==> src/rtl/sslm_pkg.sv <==
package sslm_pkg;

   // Register byte offsets on the APB bus
   localparam logic [7:0] OFS_CTRL = 8'h00;
   localparam logic [7:0] OFS_LEVEL = 8'h04;
   localparam logic [7:0] OFS_RESULT = 8'h08;
   localparam logic [7:0] OFS_SLOTS = 8'h0C;
   localparam logic [7:0] OFS_LOW_LIMIT = 8'h10;
   localparam logic [7:0] OFS_SILENT_LIMIT = 8'h14;
   localparam logic [7:0] OFS_STEP = 8'h18;
   localparam logic [7:0] OFS_IRQ_STATUS = 8'h1C;
   localparam logic [7:0] OFS_IRQ_MASK = 8'h20;
   localparam logic [7:0] OFS_PHASE = 8'h24;

   // Control register field positions
   localparam int CTRL_AVG_BIT = 0;
   localparam int CTRL_COMP_BIT = 1;

   // Interrupt status field positions
   localparam int IRQ_STALL_BIT = 0;
   localparam int IRQ_UPDATE_BIT = 1;
   localparam int IRQ_WIDTH = 2;

   // Widths and ranges
   localparam int IND_W = 8;
   localparam int RES_W = 9;
   localparam int SLOTS = 4;
   localparam int PER_W = 20;
   localparam logic [8:0] LOAD_MAX = 9'h1FE;

   // Values after reset
   localparam logic [7:0] LEVEL_RST = 8'h00;
   localparam logic [8:0] RESULT_RST = 9'h000;
   localparam logic [19:0] LOW_LIMIT_RST = 20'h00000;
   localparam logic [19:0] SILENT_LIMIT_RST = 20'h00000;
   localparam logic [1:0] IRQ_MASK_RST = 2'h0;

endpackage : sslm_pkg

==> src/rtl/sslm_slot_if.sv <==
`timescale 1ns/1ps
`default_nettype none

// Write port and registered contents of the per-transition store
interface sslm_slot_if;
   logic wr_en;
   logic [1:0] wr_idx;
   logic [7:0] wr_data;
   logic [7:0] slot [4];

   modport ctrl (output wr_en, output wr_idx, output wr_data, input slot);
   modport store (input wr_en, input wr_idx, input wr_data, output slot);
endinterface : sslm_slot_if

`default_nettype wire

==> src/rtl/sslm_slot_mem.sv <==
`timescale 1ns/1ps
`default_nettype none

module sslm_slot_mem (
   input wire logic pclk,
   input wire logic presetn,
   sslm_slot_if.store port
);

   // One register per zero-crossing slot, read straight from the flops
   genvar gi;
   generate
      for (gi = 0; gi < sslm_pkg::SLOTS; gi++) begin : g_slot
         always_ff @(posedge pclk or negedge presetn) begin
            if (!presetn) begin
               port.slot[gi] <= 8'h00;
            end else if (port.wr_en && port.wr_idx == 2'(gi)) begin
               port.slot[gi] <= port.wr_data;
            end
         end
      end
   endgenerate

endmodule : sslm_slot_mem

`default_nettype wire

==> src/rtl/sslm_top.sv <==
// Decided for this implementation: the placing of the registers and the APB slave port.
`timescale 1ns/1ps
`default_nettype none

module sslm_top (
   input wire logic pclk,
   input wire logic presetn,
   input wire logic psel,
   input wire logic penable,
   input wire logic pwrite,
   input wire logic [7:0] paddr,
   input wire logic [31:0] pwdata,
   output logic [31:0] prdata,
   output logic pready,
   output logic pslverr,
   input wire logic meas_valid,
   input wire logic [1:0] meas_index,
   input wire logic [7:0] meas_value,
   input wire logic silent_mode,
   input wire logic [19:0] measured_step_period,
   output logic fault_indicator_out,
   output logic [8:0] phase_offset,
   output logic [8:0] load_result,
   output logic irq
);

   sslm_slot_if slots ();

   // Software-visible control state
   logic load_average_on_reg;
   logic phase_jump_comp_on_reg;
   logic [7:0] stall_compare_level_reg;
   logic [19:0] lower_speed_period_limit_reg;
   logic [19:0] silent_mode_period_limit_reg;
   logic [1:0] irq_status_reg;
   logic [1:0] irq_mask_reg;

   // Datapath state
   logic upd_pend_reg;
   logic [8:0] load_result_reg;
   logic [8:0] load_result_next;
   logic stall_pulse_reg;
   logic silent_prev_reg;
   logic [8:0] phase_offset_reg;
   logic irq_reg;

   // Bus state, then window, stall and slot-sum nets
   logic [31:0] prdata_reg;
   logic pready_reg;
   logic pslverr_reg;
   logic bus_write;
   logic addr_hit;
   logic diag_window;
   logic stall_seen;
   logic [9:0] slot_sum;

   // Write strobe at the completing access edge
   assign bus_write = psel && penable && pready_reg && pwrite;

   // Address decode for the mapped words
   always_comb begin
      unique case (paddr)
         sslm_pkg::OFS_CTRL,
         sslm_pkg::OFS_LEVEL,
         sslm_pkg::OFS_RESULT,
         sslm_pkg::OFS_SLOTS,
         sslm_pkg::OFS_LOW_LIMIT,
         sslm_pkg::OFS_SILENT_LIMIT,
         sslm_pkg::OFS_STEP,
         sslm_pkg::OFS_IRQ_STATUS,
         sslm_pkg::OFS_IRQ_MASK,
         sslm_pkg::OFS_PHASE: addr_hit = 1'b1;
         default: addr_hit = 1'b0;
      endcase
   end

   // Answer is prepared in the setup cycle; access completes at once
   always_ff @(posedge pclk or negedge presetn) begin
      if (!presetn) begin
         pready_reg <= 1'b0;
         pslverr_reg <= 1'b0;
         prdata_reg <= 32'h0000_0000;
      end else if (psel && !penable) begin
         pready_reg <= 1'b1;
         pslverr_reg <= !addr_hit;
         prdata_reg <= 32'h0000_0000;
         if (!pwrite) begin
            unique case (paddr)
               sslm_pkg::OFS_CTRL: begin
                  prdata_reg[sslm_pkg::CTRL_AVG_BIT] <= load_average_on_reg;
                  prdata_reg[sslm_pkg::CTRL_COMP_BIT] <=
                     phase_jump_comp_on_reg;
               end
               sslm_pkg::OFS_LEVEL: prdata_reg[7:0] <= stall_compare_level_reg;
               sslm_pkg::OFS_RESULT: prdata_reg[8:0] <= load_result_reg;
               sslm_pkg::OFS_SLOTS: prdata_reg <= {slots.slot[3],
                  slots.slot[2], slots.slot[1], slots.slot[0]};
               sslm_pkg::OFS_LOW_LIMIT:
                  prdata_reg[19:0] <= lower_speed_period_limit_reg;
               sslm_pkg::OFS_SILENT_LIMIT:
                  prdata_reg[19:0] <= silent_mode_period_limit_reg;
               sslm_pkg::OFS_STEP: prdata_reg[19:0] <= measured_step_period;
               sslm_pkg::OFS_IRQ_STATUS: prdata_reg[1:0] <= irq_status_reg;
               sslm_pkg::OFS_IRQ_MASK: prdata_reg[1:0] <= irq_mask_reg;
               sslm_pkg::OFS_PHASE: prdata_reg[8:0] <= phase_offset_reg;
               default: prdata_reg <= 32'h0000_0000;
            endcase
         end
      end else if (psel && penable && pready_reg) begin
         pready_reg <= 1'b0;
         pslverr_reg <= 1'b0;
      end
   end

   // Control register: averaging and phase compensation switches
   always_ff @(posedge pclk or negedge presetn) begin
      if (!presetn) begin
         load_average_on_reg <= 1'b0;
         phase_jump_comp_on_reg <= 1'b0;
      end else if (bus_write && paddr == sslm_pkg::OFS_CTRL) begin
         load_average_on_reg <= pwdata[sslm_pkg::CTRL_AVG_BIT];
         phase_jump_comp_on_reg <= pwdata[sslm_pkg::CTRL_COMP_BIT];
      end
   end

   // Stall comparison level
   always_ff @(posedge pclk or negedge presetn) begin
      if (!presetn) begin
         stall_compare_level_reg <= sslm_pkg::LEVEL_RST;
      end else if (bus_write && paddr == sslm_pkg::OFS_LEVEL) begin
         stall_compare_level_reg <= pwdata[7:0];
      end
   end

   // Speed window limits
   always_ff @(posedge pclk or negedge presetn) begin
      if (!presetn) begin
         lower_speed_period_limit_reg <= sslm_pkg::LOW_LIMIT_RST;
         silent_mode_period_limit_reg <= sslm_pkg::SILENT_LIMIT_RST;
      end else if (bus_write) begin
         if (paddr == sslm_pkg::OFS_LOW_LIMIT) begin
            lower_speed_period_limit_reg <= pwdata[19:0];
         end
         if (paddr == sslm_pkg::OFS_SILENT_LIMIT) begin
            silent_mode_period_limit_reg <= pwdata[19:0];
         end
      end
   end

   // Crossing lands in its own slot only while averaging
   assign slots.wr_en = meas_valid;
   assign slots.wr_idx = load_average_on_reg ? meas_index : 2'h0;
   assign slots.wr_data = meas_value;

   sslm_slot_mem u_mem (
      .pclk(pclk),
      .presetn(presetn),
      .port(slots)
   );

   // Result is computed one cycle after the slot write lands
   always_ff @(posedge pclk or negedge presetn) begin
      if (!presetn) begin
         upd_pend_reg <= 1'b0;
      end else begin
         upd_pend_reg <= meas_valid;
      end
   end

   // Sum of four slots halved keeps one fractional bit of the mean
   assign slot_sum = {2'b00, slots.slot[0]} + {2'b00, slots.slot[1]} +
      {2'b00, slots.slot[2]} + {2'b00, slots.slot[3]};

   // Next load result, 0 to 510 in both modes
   always_comb begin
      if (load_average_on_reg) begin
         load_result_next = slot_sum[9:1];
      end else begin
         load_result_next = {slots.slot[0], 1'b0};
      end
   end

   // Load result register, updated one cycle after every crossing
   always_ff @(posedge pclk or negedge presetn) begin
      if (!presetn) begin
         load_result_reg <= sslm_pkg::RESULT_RST;
      end else if (upd_pend_reg) begin
         load_result_reg <= load_result_next;
      end
   end

   // Stall window: silent chopper and step period inside the limits
   assign diag_window = silent_mode &&
      (lower_speed_period_limit_reg >= measured_step_period) &&
      (measured_step_period > silent_mode_period_limit_reg);

   // Comparison made once per update against the fresh result
   assign stall_seen = upd_pend_reg &&
      (load_result_next < {1'b0, stall_compare_level_reg});

   // One-cycle diagnostic pulse per failing update
   always_ff @(posedge pclk or negedge presetn) begin
      if (!presetn) begin
         stall_pulse_reg <= 1'b0;
      end else begin
         stall_pulse_reg <= stall_seen && diag_window;
      end
   end

   // Phase offset: captured entering current mode, dropped on return
   always_ff @(posedge pclk or negedge presetn) begin
      if (!presetn) begin
         silent_prev_reg <= 1'b1;
         phase_offset_reg <= 9'h000;
      end else begin
         silent_prev_reg <= silent_mode;
         if (!phase_jump_comp_on_reg) begin
            phase_offset_reg <= 9'h000;
         end else if (silent_prev_reg && !silent_mode) begin
            phase_offset_reg <= sslm_pkg::LOAD_MAX - load_result_reg;
         end else if (!silent_prev_reg && silent_mode) begin
            phase_offset_reg <= 9'h000;
         end
      end
   end

   // Sticky event bits; a new event wins over a write-one clear
   always_ff @(posedge pclk or negedge presetn) begin
      if (!presetn) begin
         irq_status_reg <= 2'h0;
      end else begin
         for (int i = 0; i < sslm_pkg::IRQ_WIDTH; i++) begin
            if (bus_write && paddr == sslm_pkg::OFS_IRQ_STATUS &&
                pwdata[i]) begin
               irq_status_reg[i] <= 1'b0;
            end
         end
         if (stall_seen && diag_window) begin
            irq_status_reg[sslm_pkg::IRQ_STALL_BIT] <= 1'b1;
         end
         if (upd_pend_reg) begin
            irq_status_reg[sslm_pkg::IRQ_UPDATE_BIT] <= 1'b1;
         end
      end
   end

   // Interrupt mask
   always_ff @(posedge pclk or negedge presetn) begin
      if (!presetn) begin
         irq_mask_reg <= sslm_pkg::IRQ_MASK_RST;
      end else if (bus_write && paddr == sslm_pkg::OFS_IRQ_MASK) begin
         irq_mask_reg <= pwdata[1:0];
      end
   end

   // Level interrupt, registered
   always_ff @(posedge pclk or negedge presetn) begin
      if (!presetn) begin
         irq_reg <= 1'b0;
      end else begin
         irq_reg <= |(irq_status_reg & irq_mask_reg);
      end
   end

   // Outputs straight from flops
   assign prdata = prdata_reg;
   assign pready = pready_reg;
   assign pslverr = pslverr_reg;
   assign fault_indicator_out = stall_pulse_reg;
   assign phase_offset = phase_offset_reg;
   assign load_result = load_result_reg;
   assign irq = irq_reg;

endmodule : sslm_top

`default_nettype wire

==> config.mk <==
export PLATFORM = sky130hd
export DESIGN_NAME = sslm_top
export DESIGN_NICKNAME = d
export VERILOG_FILES = /design/src/rtl/sslm_pkg.sv /design/src/rtl/sslm_slot_if.sv /design/src/rtl/sslm_slot_mem.sv /design/src/rtl/sslm_top.sv
export SDC_FILE = /design/constraint.sdc
export NUM_CORES = 1
export LEC_CHECK = 0
export BUFFER_PORTS_ARGS = -buffer_cell sky130_fd_sc_hd__clkbuf_2
export CAP_MARGIN = 20
export CORE_ASPECT_RATIO = 0.8
export CORE_MARGIN = 4
export CORE_UTILIZATION = 25
export DETAILED_ROUTE_END_ITERATION = 12
export PLACE_DENSITY_LB_ADDON = 0.3
export SETUP_SLACK_MARGIN = 0.2
export SLEW_MARGIN = 5
export SYNTH_ARGS = -nofsm -noshare
export SYNTH_HDL_FRONTEND = slang
export SYNTH_SLANG_ARGS = --single-unit
==> constraint.sdc <==
create_clock -name pclk -period 3.9 [get_ports pclk]
set_input_delay 0.78 -clock pclk [delete_from_list [all_inputs] [get_ports pclk]]
set_output_delay 0.78 -clock pclk [all_outputs]
set_load 0.02 [all_outputs]
==> impl_metrics.ini <==
[die]
fp.dieH_microns = 173
rows = 59
core_sq_mm = 0.0329
ioPinCount = 131
start_util_pct = 25.7
fp.dieArea_sq_mm = 0.0369
die_w_microns = 214

[timing]
rsz0062_at_grt = true
worst_pin_slew_ns = 0.822
setup_viol = 1
slew_violations = 0
period_needed_ns = 3.90
finClkSkew_ns = 0.00725
hold_violations = 0
fmax_mhz = 256
post-route-worst-setup-slack_ns = -0.00176
max-slew-margin-rel_pct = 45.0
fin_crit_sh_pct = 100

[critical_path]
required_ns = 4.28
r2r_end = fault_indicator_out$_DFF_PN0_
critPathMaxFanout = 3
r2r_start = u_mem.port.slot[1]$_DFFE_PN0P_
rr_worst_depth = 16
crit_arrival_ns = 4.28
start_kind = flip-flop
r2r_slack_ns = -0.002
crit_type = flip-flop to flip-flop
cp-end-kind = flip-flop

[clock_tree]
cts_root_buffer = clkbuf_16
clockBufferDepth = 2
clkSinkCount = 142
h-tree-depth = 4
cts_tree = done
hold_buffers = 0
clkLatencyLatePin_ns = 0.44
numCtsBuffers = 17
clk_transition_reported_paths_ns = 0.07

[placement]
dp_hpwl_mm = 21.3
gp_congestion = 0.893
portBuffers = 118
place_area_sq_mm = 0.00979

[synth]
synth_nets = 972
seq_area_frac_synth_pct = 42.0
synth_xor_area_share_pct = 1.34
yosys.area_share.adder_pct = 12.1
yosysUniqueCellTypes = 62
yosys-mux-area-fraction_pct = 11.2
synthCells = 823
synth-simple-area-share_pct = 11.9
netlist_area_sq_mm = 0.00847
synth_edf_count = 0
async_reset_ff_share_pct = 100
ys_seq_elements = 142
synthFlopType = dfrtp_1
yosys_warnings = 0
syn_avg_cell_area_sq_um = 10.3
synth_top_family_by_area = compound AO/OA/AOI/OAI gates
synth-compound-area-share_pct = 15.3

[status]
violations = negative setup slack
run_status = finished, violations left

[global_routing]
grt_pass1_vias = 6873
antenna_found_initial = 2
grt_pass1_wl_mm = 42.7
grt_start_max_net_pins = 69
overflow = 0
grt_usage_pct = 15.1

[min_path]
hold_class = input port to async pin

[pwr]
p_leak_nw = 5.19
peakVddDrop_uv = 263
power-per-cell-area_mw_per_mm2 = 340

[layout]
n_fill_cell = 3463
drive_gt1_share_pct = 30.6
fin_util_pct = 31.9
num-nets-final = 1126
design_area_sq_mm = 0.0105
synthToLayoutAreaGrowth_pct = 23.9
n_antenna_cell = 0

[routing]
firstDrtPassIters = 6
drcViolationCount = 0
wl_mm = 27.6
wl_per_cell_microns = 19.5
drtIter0Drc = 658
vias_per_cell = 4.88
ant_nets = 0
route.vias.total = 6919

[run]
maxCapViolCount = 0
-- cells in the final DEF, fill, tap and decap left out, types with 3 or more instances in the layout --
| cell type | instances |
|---|---|
| a22o_1 | 25 |
| nor4_2 | 3 |
| mux2i_1 | 11 |
| a221oi_1 | 8 |
| inv_1 | 96 |
| nor2_1 | 23 |
| nand2b_1 | 3 |
| a21o_1 | 11 |
| nand2_1 | 86 |
| ha_4 | 3 |
| dfrtp_1 | 141 |
| and3_1 | 6 |
| nand3b_1 | 3 |
| fa_1 | 15 |
| nand4_1 | 8 |
| clkinvlp_4 | 4 |
| a222oi_1 | 16 |
| a32o_1 | 3 |
| inv_2 | 3 |
| nor3_2 | 5 |
| clkbuf_2 | 117 |
| mux2_2 | 48 |
| a31oi_1 | 3 |
| a21oi_1 | 20 |
| clkbuf_16 | 17 |
| o21a_1 | 4 |
| o211ai_1 | 4 |
| xor2_1 | 5 |
| inv_6 | 6 |
| mux2_4 | 20 |
| nor3_1 | 8 |
| a21oi_2 | 5 |
| ha_1 | 52 |
| xnor2_1 | 8 |
| o21ai_0 | 56 |
| nand3_1 | 19 |
| nor2b_1 | 17 |
| a22oi_1 | 14 |
| buf_4 | 49 |
-- through the flow --
step / total power (W) / cells / setup TNS, ns / setup WS [ns] / hold WS, ns
after global placement: 0.00199 / 1374 / -0.208 / -0.108 / 0.463
after floorplan: 0.00178 / 823 / 0 / 0.119 / 0.474
after CTS: 0.00360 / 1416 / -0.246 / -0.125 / 0.359
final: 0.00356 / 1417 / -0.00176 / -0.00176 / 0.336
after global routing: 0.00372 / 1417 / -0.407 / -0.205 / 0.382
after detailed placement: 0.00199 / 1374 / -0.313 / -0.159 / 0.473
-- power breakdown --
group	switching (W)	leakage (nW)	internal, W
combinational	0.000252	3.13	0.000166
clock	0.000753	0.262	0.000833
sequential	0.0000530	1.80	0.00151
total	0.00106	5.19	0.00250
-- worst max-delay path by stage --
stage | startpoint | to | slack, ns | cells past startpoint
4_1_cts | u_mem.port.slot[1]$_DFFE_PN0P_ | fault_indicator_out$_DFF_PN0_ | -0.12 | 17
3_5_place_dp | u_mem.port.slot[9]$_DFFE_PN0P_ | fault_indicator_out$_DFF_PN0_ | -0.16 | 17
6_report | u_mem.port.slot[1]$_DFFE_PN0P_ | fault_indicator_out$_DFF_PN0_ | -0.002 | 16
5_1_grt | u_mem.port.slot[2]$_DFFE_PN0P_ | irq_status_reg[0]$_DFFE_PN0P_ | -0.20 | 17
2_1_floorplan | u_mem.port.slot[1]$_DFFE_PN0P_ | irq_status_reg[0]$_DFFE_PN0P_ | 0.12 | 17
3_3_place_gp | u_mem.port.slot[9]$_DFFE_PN0P_ | irq_status_reg[0]$_DFFE_PN0P_ | -0.11 | 17
-- layout make-up --
class	count	area, sq um	area share [%]
flip-flops and latches	142	3550	33.9
repair buffers	167	965	9.19
multi-input cells	550	4510	43.0
clock inverters	15	128	1.22
well taps	427	534	5.09
inverters	99	372	3.54
clock buffers	17	425	4.05
-- cell usage after synthesis (3+ instances only) --
cell type / count / share of area, %
o211ai_1: 4 / 0.35
a32o_1: 3 / 0.35
ha_1: 56 / 8.3
o21ai_0: 57 / 3.4
clkbuf_1: 19 / 0.84
xnor2_1: 8 / 0.83
dfrtp_1: 141 / 42
mux2_2: 48 / 6.4
a22o_1: 25 / 2.6
fa_1: 16 / 3.8
nand2b_1: 3 / 0.22
nor3_1: 11 / 0.65
a22oi_1: 14 / 1.2
o21bai_1: 3 / 0.27
xor2_1: 5 / 0.52
nand4_1: 8 / 0.59
nor2b_1: 17 / 1.3
and3_1: 7 / 0.52
mux2i_1: 11 / 1.3
nand3b_1: 3 / 0.27
nor2_1: 23 / 1.0
mux2_4: 20 / 3.5
a222oi_1: 16 / 1.9
o21a_1: 4 / 0.35
a31oi_1: 3 / 0.22
a21o_1: 11 / 0.98
nand2_1: 86 / 3.8
a221oi_1: 8 / 0.83
nand3_1: 19 / 1.1
buf_2: 9 / 0.53
nor4_1: 3 / 0.22
a21oi_1: 25 / 1.5
inv_1: 99 / 4.4
-- kinds of logic (layout without fill, tap and decap cells) --
| family | count (synthesis) | count (layout) |
|---|---|---|
| buffers and inverters | 131 | 298 |
| AO/OA/AOI/OAI | 187 | 187 |
| flip-flops | 142 | 142 |
| multiplexers | 79 | 79 |
| AND/OR/NAND/NOR | 199 | 199 |
| adder cells (fa/ha/maj) | 72 | 72 |
| XOR/XNOR | 13 | 13 |
-- worst max-delay path: stages, from the launching register on --
cell and delay (ns):
dfrtp_1 0.34, inv_1 0.06, fa_1 0.48, fa_1 0.49, inv_1 0.04, ha_2 0.18
fa_2 0.39, a211oi_2 0.23, nor2_1 0.09, nor3_1 0.15, a21o_1 0.19, ha_4 0.23
and3_4 0.19, a2111oi_4 0.29, a21oi_2 0.11, nor3_2 0.20, and3_1 0.18
-- what timing repair did --
action,in CTS,in global routing
setup buffers,10,1
gates cloned,0,0
pin swaps,17,14
endpoints found under the setup margin,2,3
resized for setup,5,7
-- per-layer routing --
layer	share of wire (%)	vias to the layer above	GRT usage, %	routed length [microns]
li1	-	3238	-	-
met1	50	3396	23.4	13800
met2	41	254	21.1	11300
met3	7.7	27	3.79	2120
met4	1.2	4	3.52	344
met5	0.11	-	0	29
(Power assumes the default switching activity.)
